### src/design/battery_backup_map.svh
// register offsets, field positions, reset values and counts of the backup power domain
`ifndef BATTERY_BACKUP_MAP_SVH
`define BATTERY_BACKUP_MAP_SVH

// register offsets on the plain register port
`define BBK_CTRL_ADDR      3'h0
`define BBK_STATUS_ADDR    3'h1
`define BBK_BACKUP0_ADDR   3'h2
`define BBK_BACKUP1_ADDR   3'h3

// backup_domain_control fields
`define CTRL_RESET_BIT     0
`define CTRL_ACCESS_BIT    1
`define CTRL_FAILDET_BIT   2
`define CTRL_OSCEN_BIT     3
`define CTRL_CLKSEL_BIT    4

// status fields
`define STAT_POWERON_BIT   0
`define STAT_BROWNOUT_BIT  1
`define STAT_FAIL_BIT      2
`define STAT_READY_BIT     3
`define STAT_MISSING_BIT   7

// reset values
`define CTRL_RESET_VALUE   8'h00
`define BACKUP_RESET_VALUE 8'h00

// crystal edges per output tick: 32768 / 32 = 1024, 32768 / 32768 = 1
`define KHZ_DIVIDE         32
`define HZ_DIVIDE          32768

// positions of the pin inputs in the synchroniser vector
`define PIN_MAIN_POR       0
`define PIN_MAIN_BROWNOUT  1
`define PIN_MONITOR_ON     2
`define PIN_VBAT_PRESENT   3
`define PIN_VBAT_LOW       4
`define PIN_CRYSTAL        5
`define PIN_CRYSTAL_STABLE 6
`define PIN_CRYSTAL_FAULT  7
`define PIN_ULP_TICK       8
`define PIN_COUNT          9

`endif

### src/design/battery_backup_pkg.sv
// types shared by the backup power domain control logic
package battery_backup_pkg;

  typedef enum logic {SUPPLY_MAIN, SUPPLY_BATTERY} supply_t;

  // one register port request
  typedef struct packed {
    logic [2:0] addr;
    logic [7:0] wdata;
    logic       wr;
    logic       rd;
  } bus_req_t;

  // supply switch outputs toward the analog power path
  typedef struct packed {
    logic onBattery;
    logic detectorEnable;
    logic inputIsolate;
    logic mainDomainReset;
  } power_ctl_t;

  // whole state of the control logic
  typedef struct packed {
    supply_t     supply;
    logic        mainGoodPrev;
    logic        accessEnable;
    logic        oscEnable;
    logic        failMonEnable;
    logic        clockSelect;
    logic        missingFlag;
    logic        powerOnFlag;
    logic        brownoutFlag;
    logic        readyFlag;
    logic        failFlag;
    logic [7:0]  backup0;
    logic [7:0]  backup1;
    logic [4:0]  khzCount;
    logic [14:0] hzCount;
    logic        counterTick;
    logic [7:0]  readData;
  } domain_state_t;

endpackage

### src/design/battery_backup_power_domain.sv
// control logic of the battery-backed power domain: supply switch, detectors, crystal gating, registers
//
// Strobed register access and the register offsets are this design's own decisions.
`timescale 1ns/1ps
`include "battery_backup_map.svh"
module battery_backup_power_domain #(
  parameter int KHZ_DIVIDE = `KHZ_DIVIDE,
  parameter int HZ_DIVIDE  = `HZ_DIVIDE
) (
  input  wire logic                            clk,
  input  wire logic                            reset,
  input  wire battery_backup_pkg::bus_req_t    busReq,
  output logic      [7:0]                      readData,
  input  wire logic                            mainPowerOnReset,
  input  wire logic                            mainBrownout,
  input  wire logic                            mainMonitorEnabled,
  input  wire logic                            vbatPresent,
  input  wire logic                            vbatLow,
  input  wire logic                            crystalIn,
  input  wire logic                            crystalStable,
  input  wire logic                            crystalFault,
  input  wire logic                            ulpTick,
  output battery_backup_pkg::power_ctl_t       powerCtl,
  output logic                                 crystalEnable,
  output logic                                 failMonitorEnable,
  output logic                                 crystalRawClock,
  output logic                                 counterTick
);

  battery_backup_pkg::domain_state_t s_q;
  battery_backup_pkg::domain_state_t s_d;

  logic [`PIN_COUNT-1:0] pinLevel;
  logic [`PIN_COUNT-1:0] pinRise;
  logic                  mainGood;
  logic                  switchToBattery;
  logic                  hostWrite;
  logic                  hostRead;
  logic                  ctrlWrite;
  logic                  domainReset;
  logic                  khzTick;
  logic                  hzTick;
  logic                  onBatteryNow;

  // every pin comes from outside the clock domain
  pin_sync #(
    .WIDTH (`PIN_COUNT)
  ) u_pin_sync (
    .clk   (clk),
    .reset (reset),
    .pinIn ({ulpTick, crystalFault, crystalStable, crystalIn, vbatLow,
             vbatPresent, mainMonitorEnabled, mainBrownout, mainPowerOnReset}),
    .level (pinLevel),
    .rise  (pinRise)
  );

  // write-one-to-clear with set winning over the clear
  function automatic logic sticky(input logic cur, input logic setEv, input logic clearEv);
    sticky = setEv | (cur & ~clearEv);
  endfunction

  // address match of a request, used by both read and write decode
  function automatic logic hit(input battery_backup_pkg::bus_req_t req, input logic [2:0] where);
    hit = (req.addr == where);
  endfunction

  // main power counts as good only with both main resets released
  assign mainGood        = ~pinLevel[`PIN_MAIN_POR] & ~pinLevel[`PIN_MAIN_BROWNOUT];
  // switching relies on the monitor being on; with it off the domain stays on main
  assign switchToBattery = pinLevel[`PIN_MAIN_BROWNOUT] & pinLevel[`PIN_MONITOR_ON];

  // writes are ignored while on battery or while main power is not good; reads are not gated
  assign hostWrite = busReq.wr & mainGood & (s_q.supply == battery_backup_pkg::SUPPLY_MAIN);
  assign hostRead  = busReq.rd;
  assign ctrlWrite = hostWrite & hit(busReq, `BBK_CTRL_ADDR) & s_q.accessEnable;

  // domain reset is refused when the same write sets either oscillator enable
  assign domainReset = ctrlWrite & busReq.wdata[`CTRL_RESET_BIT]
                       & ~busReq.wdata[`CTRL_OSCEN_BIT] & ~busReq.wdata[`CTRL_FAILDET_BIT];

  // crystal edges divided down; dividers stand still until the crystal is enabled
  assign khzTick = s_q.oscEnable & pinRise[`PIN_CRYSTAL]
                   & (s_q.khzCount == 5'(KHZ_DIVIDE - 1));
  assign hzTick  = s_q.oscEnable & pinRise[`PIN_CRYSTAL]
                   & (s_q.hzCount == 15'(HZ_DIVIDE - 1));

  always_comb begin
    s_d              = s_q;
    s_d.mainGoodPrev = mainGood;
    s_d.readData     = 8'h00;

    // supply switch
    case (s_q.supply)
      battery_backup_pkg::SUPPLY_MAIN: begin
        if (switchToBattery) begin
          s_d.supply = battery_backup_pkg::SUPPLY_BATTERY;
        end
      end
      battery_backup_pkg::SUPPLY_BATTERY: begin
        if (mainGood) begin
          s_d.supply = battery_backup_pkg::SUPPLY_MAIN;
        end
      end
      default: begin
        s_d.supply = battery_backup_pkg::SUPPLY_MAIN;
      end
    endcase

    // main-side access gate drops whenever main power is not good
    if (!mainGood) begin
      s_d.accessEnable = 1'b0;
    end else if (ctrlWrite || (hostWrite && hit(busReq, `BBK_CTRL_ADDR))) begin
      if (busReq.wdata[`CTRL_ACCESS_BIT]) begin
        s_d.accessEnable = 1'b1;
      end
    end

    // battery flags, always reachable through status
    s_d.missingFlag = sticky(s_q.missingFlag, mainGood & ~s_q.mainGoodPrev & ~pinLevel[`PIN_VBAT_PRESENT],
                             hostWrite & hit(busReq, `BBK_STATUS_ADDR)
                             & busReq.wdata[`STAT_MISSING_BIT]);
    s_d.powerOnFlag = sticky(s_q.powerOnFlag, pinRise[`PIN_VBAT_PRESENT],
                             hostWrite & hit(busReq, `BBK_STATUS_ADDR)
                             & busReq.wdata[`STAT_POWERON_BIT]);
    // sampled on the ulp tick only, and only while running from the battery
    s_d.brownoutFlag = sticky(s_q.brownoutFlag,
                              pinRise[`PIN_ULP_TICK] & pinLevel[`PIN_VBAT_LOW]
                              & (s_q.supply == battery_backup_pkg::SUPPLY_BATTERY),
                              hostWrite & hit(busReq, `BBK_STATUS_ADDR)
                              & busReq.wdata[`STAT_BROWNOUT_BIT]);

    // crystal status flags
    s_d.readyFlag = sticky(s_q.readyFlag, s_q.oscEnable & pinLevel[`PIN_CRYSTAL_STABLE] & ~s_q.readyFlag,
                           hostWrite & hit(busReq, `BBK_STATUS_ADDR) & s_q.accessEnable
                           & busReq.wdata[`STAT_READY_BIT]);
    s_d.failFlag  = s_q.failFlag | (s_q.failMonEnable & pinLevel[`PIN_CRYSTAL_FAULT]);

    // control bits: enables are set-only, cleared by the domain reset
    if (ctrlWrite) begin
      s_d.clockSelect = busReq.wdata[`CTRL_CLKSEL_BIT];
      if (busReq.wdata[`CTRL_OSCEN_BIT]) begin
        s_d.oscEnable = 1'b1;
      end
      if (busReq.wdata[`CTRL_FAILDET_BIT]) begin
        s_d.failMonEnable = 1'b1;
      end
    end

    // retained registers
    if (hostWrite && s_q.accessEnable) begin
      if (hit(busReq, `BBK_BACKUP0_ADDR)) begin
        s_d.backup0 = busReq.wdata;
      end else if (hit(busReq, `BBK_BACKUP1_ADDR)) begin
        s_d.backup1 = busReq.wdata;
      end
    end

    // crystal dividers
    if (s_q.oscEnable && pinRise[`PIN_CRYSTAL]) begin
      s_d.khzCount = khzTick ? 5'h00 : s_q.khzCount + 5'h01;
      s_d.hzCount  = hzTick ? 15'h0000 : s_q.hzCount + 15'h0001;
    end
    // counter sees only the selected crystal output, never before enable
    s_d.counterTick = s_q.oscEnable & (s_q.clockSelect ? khzTick : hzTick);

    // domain reset returns the domain settings to their defaults
    if (domainReset) begin
      s_d.oscEnable     = 1'b0;
      s_d.failMonEnable = 1'b0;
      s_d.clockSelect   = 1'b0;
      s_d.readyFlag     = 1'b0;
      s_d.failFlag      = 1'b0;
      s_d.khzCount      = 5'h00;
      s_d.hzCount       = 15'h0000;
      s_d.backup0       = `BACKUP_RESET_VALUE;
      s_d.backup1       = `BACKUP_RESET_VALUE;
    end

    // read decode; domain contents other than the battery flags read as zero until access is enabled
    if (hostRead) begin
      if (hit(busReq, `BBK_CTRL_ADDR)) begin
        s_d.readData = s_q.accessEnable
                       ? {3'h0, s_q.clockSelect, s_q.oscEnable, s_q.failMonEnable, 2'b10}
                       : 8'h00;
      end else if (hit(busReq, `BBK_STATUS_ADDR)) begin
        s_d.readData = {s_q.missingFlag, 3'h0,
                        s_q.accessEnable & s_q.readyFlag, s_q.accessEnable & s_q.failFlag,
                        s_q.brownoutFlag, s_q.powerOnFlag};
      end else if (hit(busReq, `BBK_BACKUP0_ADDR)) begin
        s_d.readData = s_q.accessEnable ? s_q.backup0 : 8'h00;
      end else if (hit(busReq, `BBK_BACKUP1_ADDR)) begin
        s_d.readData = s_q.accessEnable ? s_q.backup1 : 8'h00;
      end else begin
        s_d.readData = 8'h00;
      end
    end
  end

  always_ff @(posedge clk or posedge reset) begin
    if (reset) begin
      s_q <= '0;
    end else begin
      s_q <= s_d;
    end
  end

  // outputs toward the power path and the counter
  assign readData                 = s_q.readData;
  // one driver for the whole struct; three flags follow the supply state
  assign onBatteryNow             = (s_q.supply == battery_backup_pkg::SUPPLY_BATTERY);
  assign powerCtl                 = '{onBattery: onBatteryNow, detectorEnable: onBatteryNow,
                                      inputIsolate: onBatteryNow, mainDomainReset: ~s_q.mainGoodPrev};
  assign crystalEnable            = s_q.oscEnable;
  assign failMonitorEnable        = s_q.failMonEnable;
  assign crystalRawClock          = s_q.oscEnable & pinLevel[`PIN_CRYSTAL];
  assign counterTick              = s_q.counterTick;

  // checks next to the logic they guard
  switch_battery_a: assert property (@(posedge clk) disable iff (reset)
    (s_q.supply == battery_backup_pkg::SUPPLY_MAIN) && switchToBattery |=> powerCtl.onBattery)
    else $error("domain did not move to battery after main brown-out");

  switch_back_a: assert property (@(posedge clk) disable iff (reset)
    $fell(powerCtl.onBattery) |-> $past(mainGood))
    else $error("domain left battery while main resets were held");

  power_on_flag_a: assert property (@(posedge clk) disable iff (reset)
    pinRise[`PIN_VBAT_PRESENT] |=> s_q.powerOnFlag)
    else $error("battery power-on flag not set on new battery power");

  brownout_sample_a: assert property (@(posedge clk) disable iff (reset)
    $rose(s_q.brownoutFlag) |-> $past(pinRise[`PIN_ULP_TICK]) && $past(powerCtl.detectorEnable))
    else $error("brown-out flag set off the ulp tick or from main power");

  brownout_set_a: assert property (@(posedge clk) disable iff (reset)
    pinRise[`PIN_ULP_TICK] && pinLevel[`PIN_VBAT_LOW] && powerCtl.onBattery |=> s_q.brownoutFlag)
    else $error("battery low not flagged on the tick");

  input_ignore_a: assert property (@(posedge clk) disable iff (reset)
    powerCtl.onBattery && busReq.wr |=> $stable(s_q.backup0) && $stable(s_q.oscEnable))
    else $error("write altered the domain while on battery");

  access_block_a: assert property (@(posedge clk) disable iff (reset)
    !s_q.accessEnable && busReq.rd && hit(busReq, `BBK_BACKUP0_ADDR) |=> readData == 8'h00)
    else $error("backup register readable without access enable");

  no_tick_off_a: assert property (@(posedge clk) disable iff (reset)
    !s_q.oscEnable ##1 !s_q.oscEnable |-> !counterTick)
    else $error("counter tick before crystal enable");

  missing_flag_a: assert property (@(posedge clk) disable iff (reset)
    mainGood && !s_q.mainGoodPrev && !pinLevel[`PIN_VBAT_PRESENT] |=> s_q.missingFlag)
    else $error("missing battery not flagged at power-up");

  reset_block_a: assert property (@(posedge clk) disable iff (reset)
    ctrlWrite && busReq.wdata[`CTRL_RESET_BIT] && busReq.wdata[`CTRL_OSCEN_BIT] |=> s_q.oscEnable)
    else $error("domain reset took effect beside an oscillator enable");

  // supply, isolation and reset of the main side
  stay_main_a: assert property (@(posedge clk) disable iff (reset)
    (s_q.supply == battery_backup_pkg::SUPPLY_MAIN) && !pinLevel[`PIN_MONITOR_ON] |=> !powerCtl.onBattery)
    else $error("domain switched with the main monitor off");

  battery_hold_a: assert property (@(posedge clk) disable iff (reset)
    powerCtl.onBattery && !mainGood |=> powerCtl.onBattery)
    else $error("domain left battery before main power was good");

  detector_main_a: assert property (@(posedge clk) disable iff (reset)
    !powerCtl.detectorEnable |=> !$rose(s_q.brownoutFlag))
    else $error("battery brown-out flagged while on main power");

  isolate_write_a: assert property (@(posedge clk) disable iff (reset)
    powerCtl.inputIsolate |-> !hostWrite)
    else $error("write accepted while inputs are isolated");

  main_reset_a: assert property (@(posedge clk) disable iff (reset)
    !mainGood |=> powerCtl.mainDomainReset)
    else $error("main-only logic not held in reset on main loss");

  access_drop_a: assert property (@(posedge clk) disable iff (reset)
    !mainGood |=> !s_q.accessEnable)
    else $error("access enable survived main power loss");

  // enables only ever rise through a control write; a stray rise would start the crystal unasked
  osc_enable_a: assert property (@(posedge clk) disable iff (reset)
    $rose(crystalEnable) |-> $past(ctrlWrite) && $past(busReq.wdata[`CTRL_OSCEN_BIT]))
    else $error("crystal enabled without a control write");

  monitor_enable_a: assert property (@(posedge clk) disable iff (reset)
    $rose(failMonitorEnable) |-> $past(ctrlWrite) && $past(busReq.wdata[`CTRL_FAILDET_BIT]))
    else $error("failure monitor enabled without a control write");

  ready_gate_a: assert property (@(posedge clk) disable iff (reset)
    !s_q.oscEnable |=> !$rose(s_q.readyFlag))
    else $error("ready flag set with the crystal off");

  raw_clock_gate_a: assert property (@(posedge clk) disable iff (reset)
    crystalRawClock |-> crystalEnable)
    else $error("raw crystal clock seen while disabled");

  select_write_a: assert property (@(posedge clk) disable iff (reset)
    ctrlWrite && !domainReset |=> s_q.clockSelect == $past(busReq.wdata[`CTRL_CLKSEL_BIT]))
    else $error("counter clock select did not follow the write");

  tick_source_a: assert property (@(posedge clk) disable iff (reset)
    counterTick |-> $past(khzTick) || $past(hzTick))
    else $error("counter tick without a crystal output tick");

  // flags and domain reset as software sees them
  missing_clear_a: assert property (@(posedge clk) disable iff (reset)
    hostWrite && hit(busReq, `BBK_STATUS_ADDR) && busReq.wdata[`STAT_MISSING_BIT] && s_q.mainGoodPrev
    |=> !s_q.missingFlag)
    else $error("missing flag not cleared by writing one");

  flags_open_a: assert property (@(posedge clk) disable iff (reset)
    busReq.rd && hit(busReq, `BBK_STATUS_ADDR)
    |=> readData[7] == $past(s_q.missingFlag) && readData[1:0] == $past({s_q.brownoutFlag, s_q.powerOnFlag}))
    else $error("battery flags not readable");

  domain_reset_a: assert property (@(posedge clk) disable iff (reset)
    domainReset |=> !s_q.oscEnable && !s_q.failMonEnable && (s_q.backup0 == `BACKUP_RESET_VALUE))
    else $error("domain reset did not return the defaults");

endmodule

### src/design/pin_sync.sv
// two-flop synchronisers with rising-edge detect for the domain's pin inputs
`timescale 1ns/1ps
module pin_sync #(
  parameter int WIDTH = 1
) (
  input  wire logic             clk,
  input  wire logic             reset,
  input  wire logic [WIDTH-1:0] pinIn,
  output logic      [WIDTH-1:0] level,
  output logic      [WIDTH-1:0] rise
);

  typedef struct packed {
    logic [WIDTH-1:0] first;
    logic [WIDTH-1:0] second;
    logic [WIDTH-1:0] last;
  } sync_state_t;

  sync_state_t s_q;
  sync_state_t s_d;

  // the first stage feeds only the second; edges are taken from later stages
  always_comb begin
    s_d        = s_q;
    s_d.first  = pinIn;
    s_d.second = s_q.first;
    s_d.last   = s_q.second;
  end

  always_ff @(posedge clk or posedge reset) begin
    if (reset) begin
      s_q <= '0;
    end else begin
      s_q <= s_d;
    end
  end

  assign level = s_q.second;
  assign rise  = s_q.second & ~s_q.last;

endmodule

### config.mk
export PLATFORM = sky130hd
export DESIGN_NAME = battery_backup_power_domain
export DESIGN_NICKNAME = d
export VERILOG_FILES = /design/src/design/battery_backup_pkg.sv /design/src/design/battery_backup_power_domain.sv /design/src/design/pin_sync.sv
export VERILOG_INCLUDE_DIRS = /design/src /design/src/design
export SDC_FILE = /design/constraint.sdc
export NUM_CORES = 1
export LEC_CHECK = 0
export ABC_AREA = 1
export BUFFER_PORTS_ARGS = -buffer_cell sky130_fd_sc_hd__clkbuf_2
export CORE_MARGIN = 3
export CORE_UTILIZATION = 45
export CTS_BUF_LIST = sky130_fd_sc_hd__clkbuf_8
export DETAILED_ROUTE_END_ITERATION = 7
export GPL_TIMING_DRIVEN = 0
export PLACE_DENSITY_LB_ADDON = 0.05
export SYNTH_ARGS = -nofsm -noshare
export SYNTH_HDL_FRONTEND = slang
export SYNTH_SLANG_ARGS = --single-unit
### constraint.sdc
create_clock -name clk -period 3.7 [get_ports clk]
set_input_delay 0.74 -clock clk [delete_from_list [all_inputs] [get_ports clk]]
set_output_delay 0.74 -clock clk [all_outputs]
set_load 0.01 [all_outputs]
==> impl_metrics.tcl <==
set metrics [dict create \
    clk_pin_slew_ns 0.08 \
    synth_compound_area_share_pct 8.11 \
    dieArea_mm2 0.00899 \
    status "finished clean" \
    wl_per_cell_um 12.8 \
    hold_class "primary input to async pin" \
    io_buffers 39 \
    internal_power_mw 1.30 \
    place_congestion 0.872 \
    ys_seq_elements 77 \
    r2r_start "onBatteryNow" \
    cts.sinks 77 \
    rsz0062_at_grt "no" \
    drc 0 \
    post-route-util_pct 55.3 \
    drt_first_iter_violations 131 \
    hold_viol_final 0 \
    syn_avg_cell_area_um2 8.64 \
    start_util_pct 47.7 \
    power.share.clock_pct 40.3 \
    syn-num-nets 438 \
    synthCells 411 \
    core-area_mm2 0.00745 \
    cts_tree "built" \
    max_slew.worst_pin.slew_ns 0.454 \
    switching_share_pct 23.7 \
    max_stage_delay_ns 0.45 \
    synthMuxAreaShare_pct 0.317 \
    post-dp-hpwl_um 5300 \
    synth_top_area_share_pct 54.3 \
    p_leak_nw 2.13 \
    ys_warn_count 0 \
    period_share_pct 49.7 \
    min_period_ns 1.84 \
    drt.antenna.violating_nets 0 \
    startpoint_type "register" \
    yosys.area_share.simple_pct 25.6 \
    relSlewSlack_pct 69.6 \
    ir_drop_mv 0.275 \
    grt_max_degree 70 \
    fin_nets 489 \
    critical_path_required_ns 2.96 \
    fmax_ghz 0.544 \
    crit_slowest_cell "dfrtp_1" \
    yosys.area_share.adder_pct 1.06 \
    routed_via_density 4.98 \
    layout_setup_ws_ns 1.86 \
    post-place-ws_ns 1.62 \
    crit_chain "nand2_1 > inv_1 > clkbuf_2" \
    num_io_pins 40 \
    synth-xor-area-share_pct 1.23 \
    clockBufferDepth 2 \
    synthTopCellsByArea "dfrtp_1 (54%), nand2_1 (12%), nand3_1 (6.1%)" \
    rows 31 \
    end_kind "output pin" \
    cts_setup_buffers 0 \
    drv_cap 0 \
    crit_start "crystalEnable" \
    power.net_switching_mw 0.405 \
    worstPathMaxFanout 5 \
    antenna_found_initial 0 \
    grt_use_total_pct 18.0 \
    area_growth_pct 15.9 \
    crit_type "register to output pin" \
    grt_pass1_vias 2667 \
    crit_arrival_ns 1.10 \
    dieHeight_um 94.8 \
    synth_top_cell_by_area "dfrtp_1" \
    cts-htree-levels 3 \
    power_frac_comb_pct 6.9 \
    setup_tns_ns 0 \
    final_max_slew_viol_count 0 \
    finalSetupViolCount 0 \
    numCtsBuffers 9 \
    seqPwrFrac_pct 52.8 \
    power_density_mw_per_mm2 414 \
    num_antenna_cells 0 \
    grt_pass1_wl_um 12400 \
    vias 2821 \
    power.total_mw 1.71 \
    synth_seq_area_share_pct 54.3 \
    synth_area_mm2 0.00355 \
    clk_latency_ns 0.34 \
    wl_um 7270 \
    drive_above_1_share_pct 19.5 \
    synth_cell_types 36 \
    worst_clock_skew_ns 0.0108 \
    ctsHoldBuffers 0 \
    cts-resized-gates 0 \
    drt_pass1_iterations 4 \
    grt-ovfl-total 0 \
    cts_root_buf "clkbuf_8" \
    synth_top_family_by_area "simple AND/OR/NAND/NOR gates" \
    die_w_um 94.8 \
]
[sequential cells by signal, indices dropped and copies added (netlist names), 3 cells and up]
name              flops
u_pin_sync.level      9
s_q                  44
u_pin_sync.s_d        9
readData              8
u_pin_sync.s_q        3
[stage by stage]
| step | cells | area, um^2 | hold slack [ns] |
|---|---|---|---|
| floorplan | 411 | 3550 | 0.331 |
| global placement | 549 | 3870 | 0.331 |
| detailed placement | 550 | 3900 | 0.336 |
| CTS | 566 | 4120 | 0.266 |
| global route | 566 | 4120 | 0.279 |
| finish | 566 | 4120 | 0.275 |
[cell type report]
cell class	instances	area (um^2)
timing repair buffer	40	223
tap	99	124
fill	747	3330
buffer	15	114
multi-input combinational	261	1290
clock inverter	7	92.6
inverter	58	223
sequential	77	1930
clock buffer	9	124
[kinds of logic after synthesis]
logic type	count (synthesis)
flip-flops	77
buffers and inverters	73
adder cells (fa/ha/maj)	3
multiplexers	1
AO/OA/AOI/OAI	52
XOR/XNOR	5
AND/OR/NAND/NOR	200
[metal layers]
layer | wire length (um) | track usage [%] | part of all wire, % | vias up
met5 | 0 | 0 | 0 | -
met4 | 135 | 7.81 | 1.9 | 0
met3 | 319 | 2.87 | 4.4 | 11
met2 | 3260 | 27.4 | 45 | 70
met1 | 3560 | 25.6 | 49 | 1339
li1 | - | - | - | 1401
[power by group through the flow]
stage	Combinational (mW)	Clock, mW	Sequential, mW
finish	0.119	0.687	0.900
global route	0.137	0.744	0.906
CTS	0.122	0.705	0.900
detailed placement	0.121	0	0.917
global placement	0.115	0	0.915
floorplan	0.0774	0	0.911
[cell usage after synthesis]
library cell,number
buf_2,1
buf_6,1
nor2_2,5
nor2_8,1
o21bai_1,1
nand3b_1,1
inv_2,2
a31oi_1,3
o22ai_1,5
o21ai_1,3
nor2_1,26
nand3_1,43
nor2_4,2
inv_1,55
o211ai_1,1
or2_2,1
and2_1,1
mux2_2,1
dfrtp_1,77
nand2_1,109
a32oi_1,1
nand2_4,2
xor2_1,4
nand2_2,3
nor3_2,1
nor3_1,1
xnor2_1,1
o21ai_0,25
nand4_1,3
o21ai_2,1
a32o_1,1
inv_4,1
nand3_4,1
a21oi_1,11
buf_4,13
ha_1,3
[final timing paths]
path | end | slack (ns) | cells past startpoint
min in group clk | u_pin_sync.level[0] | 0.35 | 0
worst min-delay path | s_q[16] | 0.28 | 2
worst min register to register | u_pin_sync.level[0] | 0.35 | 0
max in group asynchronous | crystalEnable | 2.89 | 3
worst max-delay path | crystalRawClock | 1.86 | 3
worst max register to register | s_q[15] | 1.94 | 8
[layout by cell type (no fill, tap or decap), types with 2 or more instances in the layout]
master / instances
nand4_1: 3
o21ai_0: 25
buf_4: 13
a21oi_1: 11
clkbuf_8: 9
inv_1: 56
o22ai_1: 5
ha_1: 3
nor2_2: 5
xor2_1: 4
inv_4: 2
clkinv_4: 2
nand2_1: 109
inv_2: 2
dfrtp_1: 77
nand2_4: 2
bufinv_16: 2
nor2_1: 26
clkbuf_2: 39
nor2_4: 2
nand2_2: 3
nand3_1: 43
o21ai_1: 3
a31oi_1: 3
[worst max-delay path: cells and delay by family, from the launching register on]
kind,cells,cell delay (ns)
flip-flops,1,0.45
buffers and inverters,2,0.21
AND/OR/NAND/NOR,1,0.11
No activity file was read; power rests on OpenSTA's default activity.
